==> src/shared/ref_input_defs.svh <==
// Constants for the reference-clock input stage
`ifndef REF_INPUT_DEFS_SVH
`define REF_INPUT_DEFS_SVH

// Mode codes
`define MODE_DIFF 2'h0
`define MODE_DUAL_SE 2'h1
`define MODE_DIFF_PIN 2'h2
// Index offset of the negative pin clock
`define NEG_INDEX_OFFSET 4'h8
// Divider field holds ratio minus one; smallest legal field
`define DIV_FIELD_MIN 16'h0001
`define DIV_FIELD_RESET 16'h0001
// Rate limits in MHz
`define LOOP_MAX_MHZ 150
`define DIFF_MAX_MHZ 1000
`define SE_MAX_MHZ 250
`endif

==> src/shared/ref_input_pkg.sv <==
// Types for the reference-clock input stage
package ref_input_pkg;
    // Nominal frequency as numerator over denominator, in hertz
    typedef struct packed {
        logic [47:0] num;
        logic [15:0] den;
    } nominal_freq_t;
    // Per-path settings
    typedef struct packed {
        logic enable;
        logic invert;
        logic bypass;
        logic sync_role;
        logic [15:0] div_m1;
    } path_cfg_t;
endpackage

==> src/logic/ref_input_stage.sv <==
// Reference-clock input stage: mode mapping, edge select, dividers
`include "ref_input_defs.svh"
module ref_input_stage #(
    // Stage numbering and mixed-mode support
    parameter logic [3:0] STAGE_INDEX = 4'h0,
    parameter bit MIXED_OK = 1'b1,
    parameter logic [3:0] MIXED_INDEX = 4'h8
) (
    // Clock and reset
    input wire logic clk,
    input wire logic resetn,
    // Clock pins from outside
    input wire logic positive_input_pin,
    input wire logic negative_input_pin,
    input wire logic gpio_input_pin,
    // Configuration
    input wire logic [1:0] mode,
    input wire logic rx_nmos,
    input wire ref_input_pkg::nominal_freq_t input_nominal_frequency,
    input wire ref_input_pkg::path_cfg_t path_cfg [2],
    // Towards the loop logic
    output logic [1:0] clk_pulse_q,
    output logic [1:0] sync_pulse_q,
    output logic [3:0] clk_index_q [2],
    output logic [1:0] path_active_q,
    output logic rx_nmos_q,
    output logic [1:0] mode_q,
    output ref_input_pkg::nominal_freq_t nominal_freq_q
);

    ////////////////////////////////////////////////////////////////////////
    // Pin synchronisers
    logic [2:0] pin_s1_q; // First stage, read only by second
    logic [2:0] pin_s2_q; // Safe sampled levels
    logic [2:0] pin_s3_q; // Previous level for edge detection

    // Two flip-flops before any logic
    always_ff @(posedge clk or negedge resetn) begin
        if (!resetn) begin
            pin_s1_q <= 3'h0;
            pin_s2_q <= 3'h0;
            pin_s3_q <= 3'h0;
        end else begin
            pin_s1_q <= {gpio_input_pin, negative_input_pin, positive_input_pin};
            pin_s2_q <= pin_s1_q;
            pin_s3_q <= pin_s2_q;
        end
    end

    ////////////////////////////////////////////////////////////////////////
    // Mode decode
    logic [1:0] eff_mode; // Mode after legality check
    logic [1:0] src_now; // Current level of each path source
    logic [1:0] src_prev; // Previous level of each path source
    logic [1:0] path_used; // Path exists in this mode
    logic [3:0] idx [2]; // Internal clock index per path

    // Mixed mode falls back to differential on stages without it
    always_comb begin
        eff_mode = mode;
        if (mode == `MODE_DIFF_PIN && !MIXED_OK) begin
            eff_mode = `MODE_DIFF;
        end else if (mode == 2'h3) begin
            eff_mode = `MODE_DIFF;
        end
    end

    // Route sources and assign indices
    always_comb begin
        src_now[0] = pin_s2_q[0];
        src_prev[0] = pin_s3_q[0];
        idx[0] = STAGE_INDEX;
        src_now[1] = 1'b0;
        src_prev[1] = 1'b0;
        idx[1] = STAGE_INDEX;
        path_used = 2'b01;
        unique case (eff_mode)
            `MODE_DUAL_SE: begin
                // Negative pin stands alone
                src_now[1] = pin_s2_q[1];
                src_prev[1] = pin_s3_q[1];
                idx[1] = STAGE_INDEX + `NEG_INDEX_OFFSET;
                path_used = 2'b11;
            end
            `MODE_DIFF_PIN: begin
                // Pin input alongside the pair
                src_now[1] = pin_s2_q[2];
                src_prev[1] = pin_s3_q[2];
                idx[1] = MIXED_INDEX;
                path_used = 2'b11;
            end
            default: begin
                path_used = 2'b01; // Differential only
            end
        endcase
    end

    ////////////////////////////////////////////////////////////////////////
    // Per-path edge select and divider
    logic [15:0] div_cnt_q [2]; // Selected edges counted so far
    logic [1:0] edge_hit; // Selected edge seen this cycle
    logic [1:0] div_out; // Divided or bypassed event
    logic [1:0] live; // Path enabled and present

    // One copy of edge select and divider per path
    for (genvar p = 0; p < 2; p++) begin : g_path
        logic [15:0] field; // Ratio minus one, clamped to 1 minimum

        // Invert ahead of the divider for falling edge
        always_comb begin
            live[p] = path_cfg[p].enable && path_used[p];
            edge_hit[p] = live[p] && ((src_now[p] ^ path_cfg[p].invert) &&
                                      !(src_prev[p] ^ path_cfg[p].invert));
            field = (path_cfg[p].div_m1 < `DIV_FIELD_MIN) ? `DIV_FIELD_MIN : path_cfg[p].div_m1;
            // Pin path never divides
            if (path_cfg[p].bypass || (p == 1 && eff_mode == `MODE_DIFF_PIN)) begin
                div_out[p] = edge_hit[p];
            end else begin
                div_out[p] = edge_hit[p] && (div_cnt_q[p] >= field);
            end
        end

        // Count selected edges, held at zero while disabled
        always_ff @(posedge clk or negedge resetn) begin
            if (!resetn) begin
                div_cnt_q[p] <= 16'h0000;
            end else if (!live[p] || path_cfg[p].bypass) begin
                div_cnt_q[p] <= 16'h0000;
            end else if (edge_hit[p]) begin
                div_cnt_q[p] <= (div_cnt_q[p] >= field) ? 16'h0000 : div_cnt_q[p] + 16'h0001;
            end
        end

        // Deliver event as clock or as sync pulse
        always_ff @(posedge clk or negedge resetn) begin
            if (!resetn) begin
                clk_pulse_q[p] <= 1'b0;
                sync_pulse_q[p] <= 1'b0;
                clk_index_q[p] <= 4'h0;
                path_active_q[p] <= 1'b0;
            end else begin
                clk_pulse_q[p] <= div_out[p] && !path_cfg[p].sync_role;
                sync_pulse_q[p] <= div_out[p] && path_cfg[p].sync_role;
                clk_index_q[p] <= idx[p];
                path_active_q[p] <= live[p];
            end
        end
    end

    ////////////////////////////////////////////////////////////////////////
    // Stage-wide settings
    // Receiver type only reaches the buffer in differential use
    always_ff @(posedge clk or negedge resetn) begin
        if (!resetn) begin
            rx_nmos_q <= 1'b0;
            mode_q <= `MODE_DIFF;
            nominal_freq_q <= '0;
        end else begin
            rx_nmos_q <= (eff_mode == `MODE_DUAL_SE) ? 1'b0 : rx_nmos;
            mode_q <= eff_mode;
            nominal_freq_q <= input_nominal_frequency;
        end
    end

    ////////////////////////////////////////////////////////////////////////
    // Checks
    // All checks sleep while reset is low
    // Each label carries the rule that it guards
    // Clamped ratio field of path 0, for the ratio check
    logic [15:0] field_0_chk;
    assign field_0_chk = (path_cfg[0].div_m1 < `DIV_FIELD_MIN) ? `DIV_FIELD_MIN : path_cfg[0].div_m1;

    // Disabled path 0 stays silent
    AST_DISABLED_QUIET:
    assert property (@(posedge clk) disable iff (!resetn)
        !live[0] |=> !clk_pulse_q[0] && !sync_pulse_q[0])
        else $error("disabled path produced an edge");
    // Disabled path 1 stays silent
    AST_DISABLED_QUIET1:
    assert property (@(posedge clk) disable iff (!resetn)
        !live[1] |=> !clk_pulse_q[1] && !sync_pulse_q[1])
        else $error("disabled second path produced an edge");
    // Divider of a disabled path 1 sits at zero
    AST_DIV_HELD:
    assert property (@(posedge clk) disable iff (!resetn)
        !live[1] |=> div_cnt_q[1] == 16'h0000)
        else $error("disabled divider not held");
    // Divider of a disabled path 0 sits at zero
    AST_DIV_HELD0:
    assert property (@(posedge clk) disable iff (!resetn)
        !live[0] |=> div_cnt_q[0] == 16'h0000)
        else $error("disabled first divider not held");
    // Negative pin clock numbered eight above the stage
    AST_NEG_INDEX:
    assert property (@(posedge clk) disable iff (!resetn)
        eff_mode == `MODE_DUAL_SE |=> clk_index_q[1] == STAGE_INDEX + 4'h8)
        else $error("negative pin index wrong");
    // Pair clock keeps the stage number
    AST_DIFF_INDEX:
    assert property (@(posedge clk) disable iff (!resetn)
        1'b1 |=> clk_index_q[0] == STAGE_INDEX)
        else $error("differential index wrong");
    // Pin clock takes the fixed mixed number
    AST_MIXED_INDEX:
    assert property (@(posedge clk) disable iff (!resetn)
        eff_mode == `MODE_DIFF_PIN |=> clk_index_q[1] == MIXED_INDEX)
        else $error("mixed index wrong");
    // Mixed mode never reached on stages without it
    AST_NO_MIXED:
    assert property (@(posedge clk) disable iff (!resetn)
        !MIXED_OK |-> eff_mode != `MODE_DIFF_PIN)
        else $error("mixed mode on unsupported stage");
    // Receiver type masked for single-ended pins
    AST_RX_SE:
    assert property (@(posedge clk) disable iff (!resetn)
        eff_mode == `MODE_DUAL_SE |=> !rx_nmos_q)
        else $error("receiver type leaked in single-ended mode");
    // Receiver type passed on when the pair is in use
    AST_RX_PASS:
    assert property (@(posedge clk) disable iff (!resetn)
        eff_mode != `MODE_DUAL_SE |=> rx_nmos_q == $past(rx_nmos))
        else $error("receiver type not passed to the pair");
    // Bypass forwards every selected edge
    AST_BYPASS:
    assert property (@(posedge clk) disable iff (!resetn)
        edge_hit[0] && path_cfg[0].bypass && !path_cfg[0].sync_role |=> clk_pulse_q[0])
        else $error("bypass dropped an edge");
    // Bypass keeps the divider cleared
    AST_BYPASS_CLEAR:
    assert property (@(posedge clk) disable iff (!resetn)
        path_cfg[0].bypass |=> div_cnt_q[0] == 16'h0000)
        else $error("bypassed divider kept counting");
    // Divider fires only at its threshold
    AST_DIV_RATIO:
    assert property (@(posedge clk) disable iff (!resetn)
        div_out[0] && !path_cfg[0].bypass |-> edge_hit[0] && div_cnt_q[0] >= field_0_chk)
        else $error("divider fired early");
    // Output pulses never run together
    AST_DIV_SPACING:
    assert property (@(posedge clk) disable iff (!resetn)
        clk_pulse_q[0] |=> !clk_pulse_q[0])
        else $error("output pulse longer than one cycle");
    // Path 1 events come only from a selected edge
    AST_DIV_ON_EDGE:
    assert property (@(posedge clk) disable iff (!resetn)
        div_out[1] |-> edge_hit[1])
        else $error("second path event without an edge");
    // Sync role routes the event to the sync output
    AST_SYNC_ROLE:
    assert property (@(posedge clk) disable iff (!resetn)
        div_out[1] && path_cfg[1].sync_role |=> sync_pulse_q[1] && !clk_pulse_q[1])
        else $error("sync role not honoured");
    // Clock and sync outputs of one path never together
    AST_ROLE_EXCL0:
    assert property (@(posedge clk) disable iff (!resetn)
        !(clk_pulse_q[0] && sync_pulse_q[0]))
        else $error("both roles pulsed on the first path");
    // Pin clock in mixed mode is never divided
    AST_PIN_NO_DIV:
    assert property (@(posedge clk) disable iff (!resetn)
        eff_mode == `MODE_DIFF_PIN && edge_hit[1] && !path_cfg[1].sync_role |=> clk_pulse_q[1])
        else $error("pin clock was divided");
    // Differential only leaves the second path off
    AST_DIFF_ONLY_PATH:
    assert property (@(posedge clk) disable iff (!resetn)
        eff_mode == `MODE_DIFF |=> !path_active_q[1])
        else $error("second path active in differential mode");
    // Enabled path reports itself active
    AST_ACTIVE:
    assert property (@(posedge clk) disable iff (!resetn)
        live[0] |=> path_active_q[0])
        else $error("enabled path not reported active");
    // Nominal frequency copied whole
    AST_FREQ_COPY:
    assert property (@(posedge clk) disable iff (!resetn)
        1'b1 |=> nominal_freq_q == $past(input_nominal_frequency))
        else $error("nominal frequency not copied");
    // Reported mode follows the effective mode
    AST_MODE_TRACK:
    assert property (@(posedge clk) disable iff (!resetn)
        1'b1 |=> mode_q == $past(eff_mode))
        else $error("reported mode wrong");
    // A selected edge needs a level change on the pin
    AST_EDGE_SEL:
    assert property (@(posedge clk) disable iff (!resetn)
        edge_hit[0] |-> pin_s2_q[0] != pin_s3_q[0])
        else $error("edge seen without a pin change");

    ////////////////////////////////////////////////////////////////////////
    // Coverage of the main scenarios
    // Any clock pulse on the pair path
    COV_DIV_OUT: cover property (@(posedge clk) disable iff (!resetn) clk_pulse_q[0]);
    // Negative pin clock in dual mode
    COV_DUAL: cover property (@(posedge clk) disable iff (!resetn) eff_mode == `MODE_DUAL_SE && clk_pulse_q[1]);
    // Pin clock in mixed mode
    COV_MIXED: cover property (@(posedge clk) disable iff (!resetn) eff_mode == `MODE_DIFF_PIN && clk_pulse_q[1]);
    // Sync role on the pair path
    COV_SYNC: cover property (@(posedge clk) disable iff (!resetn) sync_pulse_q[0]);
    // Divided output on the pair path
    COV_DIVIDED: cover property (@(posedge clk) disable iff (!resetn) div_out[0] && !path_cfg[0].bypass);

endmodule

==> config.mk <==
export PLATFORM = sky130hd
export DESIGN_NAME = ref_input_stage
export DESIGN_NICKNAME = d
export VERILOG_FILES = /design/src/shared/ref_input_pkg.sv /design/src/logic/ref_input_stage.sv
export VERILOG_INCLUDE_DIRS = /design/src /design/src/shared
export SDC_FILE = /design/constraint.sdc
export NUM_CORES = 1
export LEC_CHECK = 0
export BUFFER_PORTS_ARGS = -buffer_cell sky130_fd_sc_hd__buf_2
export CORE_MARGIN = 2
export CORE_UTILIZATION = 30
export DETAILED_ROUTE_END_ITERATION = 8
export PLACE_DENSITY_LB_ADDON = 0.3
export SYNTH_ARGS = -nofsm -noshare
export SYNTH_HDL_FRONTEND = slang
export SYNTH_SLANG_ARGS = --single-unit
==> constraint.sdc <==
create_clock -name clk -period 2.4 [get_ports clk]
set_input_delay 0.36 -clock clk [delete_from_list [all_inputs] [get_ports clk]]
set_output_delay 0.36 -clock clk [all_outputs]
set_load 0.05 [all_outputs]
==> impl_metrics.json <==
{
  "synth_area_leaders": "dfrtp_1, ha_1, inv_1, nor2_1, nand3_1",
  "intPower_mw": 3.71,
  "dpl_cell_area_sq_mm": 0.00614,
  "drv_cap": 0,
  "overflow": 0,
  "cts_setup_buffers": 0,
  "cp.required_ns": 2.69,
  "grt_pass1_vias": 4159,
  "critical_path.top_delay_family": "simple AND/OR/NAND/NOR gates",
  "drt_pass1_iterations": 4,
  "tritoncts": "yes",
  "end_kind": "register",
  "die_area_sq_mm": 0.0173,
  "crit_fanout": 11,
  "cp_num_buf_inv": 1,
  "synth_top_area_cell": "dfrtp_1",
  "switching_power_mw": 1.36,
  "insertion_delay_ns": 0.40,
  "synth.distinct_cells": 53,
  "tns_ns": 0,
  "min_period_over_period": 0.949,
  "num_antenna_cells": 0,
  "port_buffers": 185,
  "drtAntennaViolNets": 0,
  "initial_core_util": 0.307,
  "cts_max_level": 4,
  "hold_viol_final": 0,
  "crit_slowest_cell": "or4_4",
  "worst_pin_slew_ns": 0.505,
  "wl_um": 11600,
  "clk_pin_slew_ns": 0.06,
  "antenna_found_initial": 0,
  "design_area_sq_mm": 0.00675,
  "drc_errors": 0,
  "drt-initial-drc-count": 191,
  "grt_max_degree": 47,
  "leakage_nw": 3.44,
  "fmax_mhz": 439,
  "fin_nets": 773,
  "die_x_um": 132,
  "netlist_instances": 413,
  "cts_root_buffer": "clkbuf_16",
  "drive_above_1_share": 0.390,
  "synth_edf_count": 0,
  "r2r_slack_ns": 0.12,
  "skew_ns": 0.00675,
  "critical_path.max_stage_delay_ns": 0.55,
  "setup_violations": 0,
  "core_area_sq_mm": 0.0159,
  "finalNonFillerCells": 854,
  "ys_ff_latch": 115,
  "die_h_um": 132,
  "seqPwrFrac": 0.401,
  "yosysTopAreaCellShare": 0.590,
  "powerDensity_mw_per_mm2": 750,
  "startpoint": "div_cnt_q[13]",
  "drt-vias-per-instance": 4.44,
  "clock_path_buffers": 2,
  "avgSynthCellArea_sq_um": 11.8,
  "mostFrequentLayoutCell": "buf_2",
  "io_pins": 193,
  "crit_type": "reg -> reg",
  "period_needed_ns": 2.28,
  "worstPathCellList": "ha_1 > nand4_2 > or4_4 > a31oi_4 > nor3_2 > o21ai_2 > buf_12 > nor2_1",
  "switching_share": 0.268,
  "dp_hpwl_um": 9200,
  "status": "complete, no violations",
  "p_clk_frac": 0.484,
  "cts_made_buffers": 17,
  "pwr-share-comb": 0.115,
  "area_growth_pct": 38.4,
  "mostFrequentLayoutCells": "buf_2, dfrtp_1, inv_1, ha_1, nor2_1",
  "synth_top_flop_cell": "dfrtp_1",
  "startpoint_type": "register",
  "fin_util": 0.425,
  "slew_headroom": 0.664,
  "hp-start": "input_nominal_frequency[18]",
  "rsz0062_at_grt": "no",
  "yosys_warnings": 0,
  "vdd_ir_drop_max_v": 0.000561,
  "finalPower_mw": 5.06,
  "fp-row-count": 46,
  "report.final.slew_viol_count": 0,
  "grt_first_pass_wirelength_um": 19900,
  "grt.total_usage": 0.143,
  "gp_congestion": 0.850,
  "synthArstFlopShare": 1.00,
  "cts.sink_count": 115,
  "r2r-start": "div_cnt_q[13]",
  "hp-class": "in -> reg",
  "worstReg2RegEnd": "div_cnt_q[10]",
  "ys_seq_area_frac": 0.590,
  "num_vias": 3789,
  "wl_per_cell_um": 13.6,
  "worstHoldEndpoint": "nominal_freq_q[18]",
  "arrival_ns": 2.56,
  "netlist_area_sq_mm": 0.00488,
  "placedCellCount": 821,
  "r2r_cells": 8,
  "min_path_cells": 1
}
## final cells by class
cell class                 count  area [sq um]
inverter                      44           165
fill                        1576          9130
timing repair buffer         199          1060
sequential                   115          2880
clock inverter                15           156
clock buffer                  17           425
tap                          216           270
multi-input combinational    248          1800
## power groups by stage
| stage | logic [mW] | clock network (mW) | registers, mW |
|---|---|---|---|
| after floorplan | 0.120 | 0 | 2.29 |
| after global placement | 0.576 | 0 | 2.06 |
| after detailed placement | 0.588 | 0 | 2.06 |
| after CTS | 0.590 | 2.52 | 2.03 |
| after global routing | 0.625 | 2.62 | 2.04 |
| final | 0.582 | 2.45 | 2.03 |
## state kept, by name, summed over array words and instances, names as in the netlist
signal / flops
nominal_freq_q: 64
pin_s2_q: 3
pin_s3_q: 3
path_active_q: 2
rx_nmos_q: 1
clk_pulse_q: 2
clk_index_q: 1
sync_pulse_q: 2
pin_s1_q: 3
div_cnt_q: 32
mode_q: 2
## routing by layer
layer,up-vias,share of wire,global-route usage
met5,-,0,0
met2,116,0.51,0.249
li1,1835,-,-
met4,0,0.016,0.0513
met3,13,0.056,0.0486
met1,1825,0.42,0.164
## worst max-delay path by stage
stage	to	slack [ns]	cells past startpoint
after floorplan	div_cnt_q[18]	0.10	10
after global placement	sync_pulse_q[0]	-0.1	11
after detailed placement	sync_pulse_q[0]	-0.13	11
after CTS	div_cnt_q[19]	0.08	8
after global routing	sync_pulse_q[1]	0.004	7
final	div_cnt_q[10]	0.12	8
## Yosys cell counts, drive strengths merged, types with 2 or more instances
cell,number
a211oi,2
a21o,5
a21oi,6
a22o,2
a31oi,4
a41o,2
and2,2
and3,10
and4,4
buf,11
dfrtp,115
ha,36
inv,44
nand2,18
nand3,22
nand4,13
nor2,35
nor2b,5
nor3,10
nor3b,3
nor4,10
o211ai,2
o21ai,13
o21bai,2
or3,2
xnor2,12
xor2,10
## metrics by stage
| step | hold slack (ns) | setup slack, ns |
|---|---|---|
| global placement | 0.341 | -0.0966 |
| global route | 0.0295 | 0.00360 |
| finish | 0.0599 | 0.121 |
| CTS | 0.0410 | 0.0762 |
| detailed placement | 0.345 | -0.127 |
| floorplan | 0.0644 | 0.102 |
## kinds of logic (layout without fill, tap and decap cells)
logic type	count (synthesis)	after routing	synth area share
adders and majority gates	36	36	0.0923
xor gates and xnor gates	22	22	0.0395
and+or+nand+nor	139	139	0.163
AOI/OAI and AO/OA	43	43	0.0628
buffers and inverters	56	275	0.0498
DFF	115	115	0.590
muxes	1	1	0.00205
other	1	7	0.000769
## what timing repair did
| action | CTS | global route |
|---|---|---|
| hold endpoints to repair | 37 | 0 |
| endpoints found under the setup margin | 0 | 11 |
| hold buffers | 1 | 0 |
| gates resized for setup | 0 | 4 |
Power figures use the tool's default switching activity.
